`src/fse_pkg.sv`:
```
// Functional notes
// [RULE_01] K=7 rate-half encoder, zero start
// [RULE_02] Six zero tail bits after header, payload
// [RULE_03] Zero pad payload to half-depth multiple
// [RULE_04] Feed header, tail, payload, tail, pad
// [RULE_05] First generator bit before second, in order
// [RULE_06] Interleaving switched by its own setting
// [RULE_07] Header interleaved as separate block
// [RULE_08] Payload interleaved only with coding active
// [RULE_09] Header block 28 short, 44 long
// [RULE_10] Payload split into 72-bit blocks
// [RULE_11] Interleaver permutation by depth and degree
// [RULE_12] Index zero is earliest bit of block
// [RULE_13] Header block first, payload blocks ascending
// [RULE_14] Deinterleaver inverse mapping defined
// [RULE_15] Spreading enable plus factor 1..16
// [RULE_16] Spreading covers header and payload
// [RULE_17] Chips alternate 0101 or 1010, truncated
// [RULE_18] Whitening has its own setting
// [RULE_19] Degree 4 for headers, 6 for payload
// [RULE_20] Valid/ready stages, whole block before output
package fse_pkg;

  localparam int unsigned ADDR_W = 4;

  // Register byte offsets
  localparam logic [ADDR_W-1:0] OFS_CTRL   = 4'h0;
  localparam logic [ADDR_W-1:0] OFS_LENGTH = 4'h4;
  localparam logic [ADDR_W-1:0] OFS_STATUS = 4'h8;
  localparam logic [ADDR_W-1:0] OFS_CMD    = 4'hC;

  // Control field positions
  localparam int unsigned CTRL_FEC     = 0;
  localparam int unsigned CTRL_ILV     = 1;
  localparam int unsigned CTRL_SPREAD  = 2;
  localparam int unsigned CTRL_WHITEN  = 3;
  localparam int unsigned CTRL_LONGHDR = 4;
  localparam int unsigned CTRL_SF_LSB  = 8;
  localparam int unsigned CMD_START    = 0;

  localparam logic [2:0] SF_LOG2_MAX = 3'h4;
  localparam logic [7:0] CTRL_RESET  = 8'h00;

  // Interleaver geometry
  localparam logic [6:0] N_HDR_SHORT = 7'h1C;
  localparam logic [6:0] N_HDR_LONG  = 7'h2C;
  localparam logic [6:0] N_PAY       = 7'h48;
  localparam logic [2:0] L_HDR       = 3'h4;
  localparam logic [2:0] L_PAY       = 3'h6;
  localparam int unsigned BUF_DEPTH  = 72;
  localparam logic [10:0] TAIL_BITS  = 11'h006;
  localparam logic [10:0] HDR_BITS_SHORT = 11'h008;
  localparam logic [10:0] HDR_BITS_LONG  = 11'h010;

  typedef enum logic [2:0] {
    FSE_IDLE  = 3'b000,
    FSE_HDR   = 3'b001,
    FSE_HTAIL = 3'b010,
    FSE_PAY   = 3'b011,
    FSE_PTAIL = 3'b100,
    FSE_PAD   = 3'b101
  } fse_phase_e;

endpackage : fse_pkg

```
`src/fse_spreader.sv`:
```
module fse_spreader
  import fse_pkg::*;
(
  // Clock and reset
  input  wire logic       clk,
  input  wire logic       resetn,
  input  wire logic       ce,
  // Settings
  input  wire logic       enable,
  input  wire logic [2:0] sf_log2,
  // Bit input
  input  wire logic       in_bit,
  input  wire logic       in_last,
  input  wire logic       in_valid,
  output logic            in_ready,
  // Chip output
  output logic            chip_out,
  output logic            chip_last,
  output logic            chip_valid,
  input  wire logic       chip_ready
);

  typedef struct packed {
    logic       busy;
    logic       chip;
    logic       last;
    logic [4:0] left;
  } fse_spr_s;

  fse_spr_s q;
  fse_spr_s d;
  logic [2:0] eff_log2;
  logic [4:0] chips_m1;

  // Codes above sixteen chips saturate
  assign eff_log2 = (sf_log2 > SF_LOG2_MAX) ? SF_LOG2_MAX : sf_log2;
  // [RULE_15] factor from setting
  assign chips_m1 = enable ? 5'((5'h01 << eff_log2) - 5'h01) : 5'h00;

  // [RULE_20] ready when idle or finishing
  assign in_ready   = !q.busy || (chip_ready && q.left == 5'h00);
  assign chip_valid = q.busy;
  assign chip_out   = q.chip;
  assign chip_last  = q.busy && q.last && q.left == 5'h00;

  always_comb begin
    d = q;
    if (q.busy && chip_ready) begin
      if (q.left == 5'h00) begin
        d.busy = 1'b0;
      end else begin
        d.left = q.left - 5'h01;
        // [RULE_17] alternating chip pattern
        d.chip = ~q.chip;
      end
    end
    if (in_valid && in_ready) begin
      d.busy = 1'b1;
      // [RULE_17] first chip equals bit
      d.chip = in_bit;
      d.last = in_last;
      d.left = chips_m1;
    end
  end

  always_ff @(posedge clk or negedge resetn) begin
    if (!resetn) begin
      q <= '0;
    end else if (ce) begin
      q <= d;
    end
  end

endmodule : fse_spreader

```
`src/fse_codec.sv`:
```
module fse_codec
  import fse_pkg::*;
(
  // Clock and reset
  input  wire logic                clk,
  input  wire logic                resetn,
  input  wire logic                ce,
  // Avalon-MM slave
  input  wire logic [ADDR_W-1:0]   address,
  input  wire logic                read,
  input  wire logic                write,
  input  wire logic [31:0]         writedata,
  output logic      [31:0]         readdata,
  output logic                     waitrequest,
  // Bits from framing
  input  wire logic                in_bit,
  input  wire logic                in_valid,
  output logic                     in_ready,
  // Chips to modulator
  output logic                     chip_out,
  output logic                     chip_valid,
  output logic                     chip_last,
  input  wire logic                chip_ready,
  // Whitening control for framing
  output logic                     whiten_en
);

  typedef struct packed {
    fse_phase_e  phase;
    logic        drain;
    logic        hdr_blk;
    logic [6:0]  wr_k;
    logic [6:0]  rd_i;
    logic [10:0] cnt;
    logic [BUF_DEPTH-1:0] bits;
    logic [5:0]  sr;
    logic [7:0]  blocks;
    logic [7:0]  ctrl;
    logic [2:0]  sf_log2;
    logic [7:0]  length;
    logic        resp;
    logic [31:0] rdata;
  } fse_main_s;

  fse_main_s q;
  fse_main_s d;

  logic       fec;
  logic       ilv;
  logic [6:0] blk_n;
  logic [2:0] blk_l;
  logic [6:0] rd_addr;
  logic       data_ph;
  logic       code_ph;
  logic       u;
  logic       g0;
  logic       g1;
  logic       step;
  logic       spr_bit;
  logic       spr_last;
  logic       spr_valid;
  logic       spr_ready;
  logic [10:0] pay_bits;
  logic [10:0] hdr_bits;

  // [RULE_14] inverse map gives read address
  function automatic logic [6:0] fse_deint(input logic [6:0] i,
                                            input logic [6:0] n,
                                            input logic [2:0] l);
    logic [9:0] t;
    logic [9:0] f;
    logic [9:0] k;
    t = 10'(l) * 10'(n - 7'h01 - i);
    f = t / 10'(n);
    k = t - 10'(n - 7'h01) * f;
    return k[6:0];
  endfunction : fse_deint

  assign fec       = q.ctrl[CTRL_FEC];
  // [RULE_06] [RULE_08] interleave only when coded
  assign ilv       = q.ctrl[CTRL_ILV] && fec;
  // [RULE_18] whitening setting exported
  assign whiten_en = q.ctrl[CTRL_WHITEN];
  assign pay_bits  = {q.length, 3'h0};
  assign hdr_bits  = q.ctrl[CTRL_LONGHDR] ? HDR_BITS_LONG : HDR_BITS_SHORT;

  // [RULE_09] [RULE_10] [RULE_19] block depth and degree
  assign blk_n = q.hdr_blk ? (q.ctrl[CTRL_LONGHDR] ? N_HDR_LONG : N_HDR_SHORT) : N_PAY;
  assign blk_l = q.hdr_blk ? L_HDR : L_PAY;
  // [RULE_11] [RULE_12] output i reads input k
  assign rd_addr = ilv ? fse_deint(q.rd_i, blk_n, blk_l) : q.rd_i;

  assign data_ph = (q.phase == FSE_HDR) || (q.phase == FSE_PAY);
  assign code_ph = (q.phase == FSE_HTAIL) || (q.phase == FSE_PTAIL) ||
                   (q.phase == FSE_PAD && q.wr_k != 7'h00);

  // [RULE_02] [RULE_03] tail and pad feed zeros
  assign u  = data_ph ? in_bit : 1'b0;
  // [RULE_01] generator taps on history
  assign g0 = u ^ q.sr[1] ^ q.sr[2] ^ q.sr[4] ^ q.sr[5];
  assign g1 = u ^ q.sr[0] ^ q.sr[1] ^ q.sr[2] ^ q.sr[5];

  // [RULE_20] upstream stalls while a block drains
  always_comb begin
    if (!fec) begin
      in_ready = data_ph && spr_ready;
      step     = data_ph && in_valid && spr_ready;
    end else begin
      in_ready = data_ph && !q.drain;
      step     = !q.drain && ((data_ph && in_valid) || code_ph);
    end
  end

  always_comb begin
    if (!fec) begin
      spr_valid = data_ph && in_valid;
      spr_bit   = in_bit;
      spr_last  = q.cnt == 11'h001 &&
                  (q.phase == FSE_PAY || (q.phase == FSE_HDR && q.length == 8'h00));
    end else begin
      spr_valid = q.drain;
      spr_bit   = q.bits[rd_addr];
      spr_last  = q.phase == FSE_PAD && q.rd_i == blk_n - 7'h01;
    end
  end

  // Held off while frozen so a write is never lost
  assign waitrequest = (read || write) && (!q.resp || !ce);

  always_comb begin
    d = q;
    // Bus: one wait state, read data loaded alongside
    d.resp = (read || write) && !q.resp;
    if (read && !q.resp) begin
      unique case (address)
        OFS_CTRL:   d.rdata = {21'h000000, q.sf_log2, q.ctrl};
        OFS_LENGTH: d.rdata = {24'h000000, q.length};
        OFS_STATUS: d.rdata = {9'h000, q.wr_k, q.blocks, 4'h0, q.phase,
                               q.phase != FSE_IDLE};
        default:    d.rdata = 32'h00000000;
      endcase
    end
    // Settings locked during a frame to keep geometry stable
    if (write && q.resp && q.phase == FSE_IDLE) begin
      unique case (address)
        OFS_CTRL: begin
          d.ctrl    = writedata[7:0];
          // [RULE_15] factor code stored
          d.sf_log2 = writedata[CTRL_SF_LSB +: 3];
        end
        OFS_LENGTH: d.length = writedata[7:0];
        OFS_CMD: begin
          if (writedata[CMD_START]) begin
            d.phase   = FSE_HDR;
            d.cnt     = hdr_bits;
            d.wr_k    = 7'h00;
            d.rd_i    = 7'h00;
            d.drain   = 1'b0;
            // [RULE_07] header gets its own block
            d.hdr_blk = 1'b1;
            // [RULE_01] encoder starts cleared
            d.sr      = 6'h00;
            d.blocks  = 8'h00;
          end
        end
        default: ;
      endcase
    end

    if (step) begin
      if (fec) begin
        // [RULE_05] first generator bit goes earlier
        d.bits[q.wr_k]         = g0;
        d.bits[q.wr_k + 7'h01] = g1;
        d.wr_k                 = q.wr_k + 7'h02;
        d.sr                   = {q.sr[4:0], u};
        // [RULE_20] full block before any output
        if (q.wr_k + 7'h02 == blk_n) begin
          d.drain = 1'b1;
          d.rd_i  = 7'h00;
        end
      end
      // [RULE_04] segment order
      unique case (q.phase)
        FSE_HDR: begin
          d.cnt = q.cnt - 11'h001;
          if (q.cnt == 11'h001) begin
            if (fec) begin
              d.phase = FSE_HTAIL;
              d.cnt   = TAIL_BITS;
            end else if (q.length == 8'h00) begin
              d.phase = FSE_IDLE;
            end else begin
              d.phase = FSE_PAY;
              d.cnt   = pay_bits;
            end
          end
        end
        FSE_HTAIL: begin
          d.cnt = q.cnt - 11'h001;
          if (q.cnt == 11'h001) begin
            d.phase = (q.length == 8'h00) ? FSE_PTAIL : FSE_PAY;
            d.cnt   = (q.length == 8'h00) ? TAIL_BITS : pay_bits;
          end
        end
        FSE_PAY: begin
          d.cnt = q.cnt - 11'h001;
          if (q.cnt == 11'h001) begin
            d.phase = fec ? FSE_PTAIL : FSE_IDLE;
            d.cnt   = TAIL_BITS;
          end
        end
        FSE_PTAIL: begin
          d.cnt = q.cnt - 11'h001;
          if (q.cnt == 11'h001) begin
            d.phase = FSE_PAD;
          end
        end
        default: ;
      endcase
    end

    // [RULE_13] blocks drained in arrival order
    if (q.drain && spr_ready) begin
      if (q.rd_i == blk_n - 7'h01) begin
        d.drain   = 1'b0;
        d.wr_k    = 7'h00;
        d.hdr_blk = 1'b0;
        d.blocks  = q.blocks + 8'h01;
      end else begin
        d.rd_i = q.rd_i + 7'h01;
      end
    end

    // [RULE_03] pad ends at block boundary
    if (q.phase == FSE_PAD && !q.drain && q.wr_k == 7'h00) begin
      d.phase = FSE_IDLE;
    end
  end

  always_ff @(posedge clk or negedge resetn) begin
    if (!resetn) begin
      q       <= '0;
      q.phase <= FSE_IDLE;
      q.ctrl  <= CTRL_RESET;
    end else if (ce) begin
      q <= d;
    end
  end

  assign readdata = q.rdata;

  // [RULE_16] spreading on header and payload alike
  fse_spreader u_spread (
    .clk        (clk),
    .resetn     (resetn),
    .ce         (ce),
    .enable     (q.ctrl[CTRL_SPREAD]),
    .sf_log2    (q.sf_log2),
    .in_bit     (spr_bit),
    .in_last    (spr_last),
    .in_valid   (spr_valid),
    .in_ready   (spr_ready),
    .chip_out   (chip_out),
    .chip_last  (chip_last),
    .chip_valid (chip_valid),
    .chip_ready (chip_ready)
  );

endmodule : fse_codec

```
`config.mk`:
```
export PLATFORM = sky130hd
export DESIGN_NAME = fse_codec
export DESIGN_NICKNAME = d
export VERILOG_FILES = /design/src/fse_pkg.sv /design/src/fse_spreader.sv /design/src/fse_codec.sv
export SDC_FILE = /design/constraint.sdc
export NUM_CORES = 1
export LEC_CHECK = 0
export BUFFER_PORTS_ARGS = -buffer_cell sky130_fd_sc_hd__buf_2
export CORE_MARGIN = 2
export CORE_UTILIZATION = 37
export CTS_CLUSTER_DIAMETER = 60
export DETAILED_ROUTE_END_ITERATION = 16
export MAX_ROUTING_LAYER = met4
export PLACE_DENSITY = 0.63
export SLEW_MARGIN = 20
export SYNTH_ARGS = -nofsm -noshare
export SYNTH_HDL_FRONTEND = slang
export SYNTH_HIERARCHICAL = 1
export SYNTH_SLANG_ARGS = --single-unit
```
`constraint.sdc`:
```
create_clock -name clk -period 54.3 [get_ports clk]
set_input_delay 8.145 -clock clk [delete_from_list [all_inputs] [get_ports clk]]
set_output_delay 8.145 -clock clk [all_outputs]
set_load 0.01 [all_outputs]
```
==> results of run 1 <==
==> worst max-delay path, delay by kind of cell (launching register included) <==
family	cells	cell delay, ps
AO/OA/AOI/OAI	16	3630
XOR/XNOR	5	1280
adder cells (fa/ha/maj)	14	5040
buffers and inverters	9	1620
flip-flops	1	370
multiplexers	3	1220
AND/OR/NAND/NOR	32	6260
==> cell usage in the layout, fill, tap and decap left out, types with 9 or more instances in the layout <==
cell / count
o22ai_1: 25
mux2i_1: 59
inv_1: 63
and3_1: 16
mux2_2: 88
nor2_1: 217
xnor2_1: 39
o31ai_1: 10
fa_1: 12
buf_4: 9
a211oi_1: 12
or3_1: 10
dfrtp_1: 167
a31oi_1: 14
clkbuf_16: 17
a21oi_1: 72
nand3_1: 42
nor2b_1: 16
nand2_1: 193
a22o_1: 25
xor2_1: 12
buf_2: 50
a21o_1: 10
ha_1: 65
nor3_1: 33
and2_1: 15
o21ai_0: 188
conb_1: 9
nand2b_1: 22
o211ai_1: 9
or2_2: 9
==> path summary, 6_finish.rpt <==
path	from	end	slack [ps]
max	q[163]$_DFFE_PN0P_	u_spread/chip_out$_DFFE_PN0P_	34780
min	flip-flop	flip-flop	480
max reg2reg	q[163]$_DFFE_PN0P_	u_spread/chip_out$_DFFE_PN0P_	34780
min reg2reg	flip-flop	flip-flop	480
max in group asynchronous	resetn	q[166]$_DFFE_PN0P_	45290
min in group asynchronous	resetn	q[63]$_DFFE_PN0P_	7780
==> through the flow <==
| stage | utilization (%) | area, um2 | worst slack [ps] |
|---|---|---|---|
| 2_1_floorplan | - | 14100 | 37260 |
| 3_3_place_gp | 38.7 | 14500 | 35050 |
| 3_5_place_dp | 38.7 | 14500 | 34870 |
| 4_1_cts | 40.4 | 15200 | 34820 |
| 5_1_grt | 40.4 | 15200 | 33220 |
| 6_report | 40.4 | 15200 | 34780 |
==> final cells by class <==
class | count | share of cell area (%)
Multi-Input combinational cell | 1373 | 60.2
Sequential cell | 167 | 27.5
Tap cell | 511 | 4.21
Clock inverter | 10 | 1.29
Timing Repair Buffer | 61 | 2.24
Clock buffer | 20 | 2.94
Inverter | 65 | 1.61
==> per-layer routing <==
metal / vias to the layer above / share of wire (%)
li1: 6044 / -
met1: 6200 / 46
met2: 339 / 47
met3: 69 / 4.7
met4: 0 / 2.2
met5: - / 0
==> cells by family (layout without fill, tap and decap cells) <==
kind of cell | after synthesis | after routing | share of synthesized area (%)
adders and majority gates | 77 | 77 | 7.48
and+or+nand+nor | 613 | 613 | 19.7
muxes | 158 | 158 | 12.8
buffers and inverters | 181 | 156 | 5.98
AOI/OAI and AO/OA | 463 | 463 | 21.1
DFF | 167 | 167 | 29.7
other | 1 | 9 | 0.0266
xor gates and xnor gates | 53 | 53 | 3.30
==> reports/qor.txt, run 1 <==
status: finished clean
initial drt markers: 1,069
critical path launch point type: flip-flop
initial antenna violation count: 0
Worst Path Max Fanout: 19
CP required: 54,610 ps
Final HPWL DP: 26,900 um
warning count from the yosys run: 6
Initial Utilization: 37.5%
total grt overflow: 0
Total Routed Length: 38,300 um
vias per cell: 5.73
grt met1 use: 27.2%
area leader, netlist: dfrtp_1
Async SR Flop Fraction: 100%
Reg area: 4180 um2
Fill cells: 3,765
setup TNS: 0 ps
critical path's slowest cell: xor2_1
Num CTS Buffers: 17
min Tclk post-route: 19,520 ps
Max-cap violations: 0
antenna viol nets, final: 0
TritonRoute pass-1 iters: 5
Syn Inst Count: 1,713
Root Driver: clkbuf_16
Site Rows: 71
share of the synthesized area in the top cell type: 29.7%
synthesized flop and latch total: 167
post-synthesis area per instance: 8.22 um2
layout cells sized above 1: 13.1%
Synth cell types: 90
most used cell, CP: ha_1
ant diodes: 0
final hold slack: 482 ps
die width: 199 um
EDFF count, synth: 0
Rel. slew slack: 29.6%
Critical Path AT: 19,830 ps
# resized after CTS: 0
routed length per instance: 17.4 um
R2R depth: 79
Final Hold Viols: 0
final max-slew violation count: 0
setup bufs post-CTS: 0
most common cell in the netlist: nor2_1
Nets: 1,806
Crit. End Element: flip-flop
post-route clock skew: 15.9 ps
area of the multi-input gates: 9140 um2
unrepaired setup endpoints after global routing: false
CORE AREA: 37,600 um2
period utilization: 36.0%
Worst Hold Depth: 2
hold crit path type: reg -> reg
Setup Viol. Count Final: 0
clk slew on worst S/H paths: 70 ps
top cells by count, synth: 218 x nor2_1, 193 x nand2_1, 188 x o21ai_0, 167 x dfrtp_1, 88 x mux2_2
cell area after synthesis: 14,100 um2
Clock Latency Late Sink: 440 ps
Synth area leaders: dfrtp_1 30%, mux2_2 7.0%, o21ai_0 6.7%
placed cell count: 2,177
die area: 39,600 um2
I/O Buffers: 51
DRC violations left: 0
# clock sinks: 167
crit-path max cell delay: 680 ps
Layout Cells excl Fill: 2,207
GR Util met3: 2.53%
Setup Crit Path Kind: reg -> reg
Max Root-Sink Buffers: 2
highest clock rate: 0.0512 GHz
Tightest Pin Transition: 1050 ps
hold-fix buffers at CTS: 0
P&R area growth vs syn: 7.86%
GRT Total Usage: 20.4%
Synth Flop Type: dfrtp_1
Die Y: 199 um
largest net degree at the start of global routing: 91
met2 Usage GRT: 32.1%
first-pass GRT wire length: 63,500 um
global placer's final weighted congestion: 0.874
vias in the first global route: 12,200
Seq/Total Area, Yosys: 29.7%
vias: 12,700
htree depth: 4
I/O pin cnt: 82
Most Used Layer, Global Route: met2
CTS tree: built
Power of run 1 is not shown: default switching activity piles up to over one toggle a cycle in this logic, so the estimate is an artifact.
==> run 2, diff against run 1 <==
--- a/config.mk
+++ b/config.mk
@@ -11,7 +11,7 @@
 export CTS_CLUSTER_DIAMETER = 60
 export DETAILED_ROUTE_END_ITERATION = 16
 export MAX_ROUTING_LAYER = met4
-export PLACE_DENSITY = 0.63
+export PLACE_DENSITY = 0.65
 export SLEW_MARGIN = 20
 export SYNTH_ARGS = -nofsm -noshare
 export SYNTH_HDL_FRONTEND = slang
==> constraint.sdc (replaced) <==
create_clock -name clk -period 17.4 [get_ports clk]
set_input_delay 2.61 -clock clk [delete_from_list [all_inputs] [get_ports clk]]
set_output_delay 2.61 -clock clk [all_outputs]
set_load 0.01 [all_outputs]
==> reports/qor.txt, run 2 (same netlist as run 1, synthesis figures left out) <==
total grt overflow: 0 (unchanged)
status: finished clean
Rel. slew slack: 35.5% (+5.9 points)
TritonRoute pass-1 iters: 5 (unchanged)
Max-cap violations: 0 (unchanged)
Tightest Pin Transition: 964 ps (-87.9 ps)
Num CTS Buffers: 17 (unchanged)
DRC violations left: 0 (unchanged)
period utilization: 95.1% (+59 points)
vias per cell: 5.68 (-0.99%)
most used cell, CP: ha_1
hold-fix buffers at CTS: 0 (unchanged)
GRT Total Usage: 20.7% (+0.31 points)
die area: 39,600 um2 (unchanged)
critical path launch point type: flip-flop
CP required: 17,720 ps (-36,890 ps)
post-route clock skew: 18.5 ps (+2.63 ps)
Root Driver: clkbuf_16
# clock sinks: 167 (unchanged)
I/O pin cnt: 82 (unchanged)
critical path's slowest cell: fa_2
largest net degree at the start of global routing: 102 (+12%)
die width: 199 um (unchanged)
Setup Viol. Count Final: 0 (unchanged)
Final Hold Viols: 0 (unchanged)
Crit. End Element: flip-flop
antenna viol nets, final: 0 (unchanged)
Max Root-Sink Buffers: 2 (unchanged)
I/O Buffers: 51 (unchanged)
Critical Path AT: 16,870 ps (-2960 ps)
worst setup margin: 845 ps (-33,930 ps)
initial drt markers: 1,082 (+1.2%)
global placer's final weighted congestion: 0.857 (-1.9%)
placed cell count: 2,201 (+1.1%)
final hold slack: 481 ps (-0.882 ps)
CORE AREA: 37,600 um2 (unchanged)
routed length per instance: 17.4 um (+0.44%)
htree depth: 4 (unchanged)
hold crit path type: reg -> reg
Final HPWL DP: 27,300 um (+1.3%)
min Tclk post-route: 16,550 ps (-2970 ps)
crit-path max cell delay: 570 ps (-110 ps)
commonest non-fill, non-tap cell in the layout: nor2_1
final max-slew violation count: 0 (unchanged)
Setup Crit Path Kind: reg -> reg
Layout Cells excl Fill: 2,247 (+1.8%)
Total Routed Length: 39,200 um (+2.3%)
Fill cells: 3,694 (-1.9%)
clk slew on worst S/H paths: 70 ps (about the same)
highest clock rate: 0.0604 GHz (+18%)
P&R area growth vs syn: 11.3%
Die Y: 199 um (unchanged)
layout cells sized above 1: 16.8% (+3.7 points)
vias in the first global route: 12,400 (+1.1%)
vias: 12,800 (+0.81%)
Initial Utilization: 37.5% (unchanged)
initial antenna violation count: 1 (+1)
Clock Latency Late Sink: 450 ps (about the same)
Site Rows: 71 (unchanged)
CTS tree: built
pre-CTS WS: -183 ps (-35,050 ps)
commonest cells after routing, fill and taps aside: 212 x nor2_1, 193 x nand2_1, 186 x o21ai_0, 167 x dfrtp_1, 88 x mux2_2
Finished Core Util: 41.7% (+1.3 points)
first-pass GRT wire length: 64,400 um (+1.4%)
Worst Path Max Fanout: 6 (-13)
Nets: 1,843 (+2.0%)
run 2: path summary, 6_finish.rpt:
check | from | endpoint | cells past startpoint | slack (ps)
min reg2reg | flip-flop | flip-flop | 2 | 480
max | q[163]$_DFFE_PN0P_ | u_spread/chip_out$_DFFE_PN0P_ | 83 | 850
max in group asynchronous | resetn | async pin | 2 | 13680
max reg2reg | q[163]$_DFFE_PN0P_ | u_spread/chip_out$_DFFE_PN0P_ | 83 | 850
min | flip-flop | flip-flop | 2 | 480
min in group asynchronous | resetn | q[156]$_DFFE_PN0P_ | 1 | 2280
run 2: what timing repair did:
item / CTS / global route
setup buffers: 0 / 13
pin swaps: 0 / 12
gates resized for setup: 3 / 36
endpoints found under the setup margin: 1 / 1
run 2: layout make-up:
type	count	area [um2]	area share, %
Clock inverter	14	211	1.35
Multi-Input combinational cell	1373	9340	59.6
Tap cell	511	639	4.08
Clock buffer	18	439	2.80
Antenna cell	1	2.50	0.0160
Sequential cell	167	4180	26.7
Inverter	65	248	1.58
Timing Repair Buffer	98	618	3.94
run 2: metal layers:
metal	wire length, um	track usage [%]
met4	1060	6.99
met3	2020	2.58
met2	18400	33.1
met1	17700	27.2
met5	0	-
run 2: worst max-delay path: cells and delay by family (launching register included):
family | cells | cell delay, ps
compound gates | 27 | 4830
xor+xnor | 5 | 830
fa+ha+maj | 14 | 4870
buf+inv | 8 | 720
flops | 1 | 400
mux | 4 | 960
simple gates | 25 | 3810
run 2: through the flow:
stage,area (um2),TNS [ps]
2_1_floorplan,14100,0
3_3_place_gp,14700,0
3_5_place_dp,14700,-183
4_1_cts,15400,0
5_1_grt,15700,-142
6_report,15700,0
Power of run 2 is left out for the same reason.
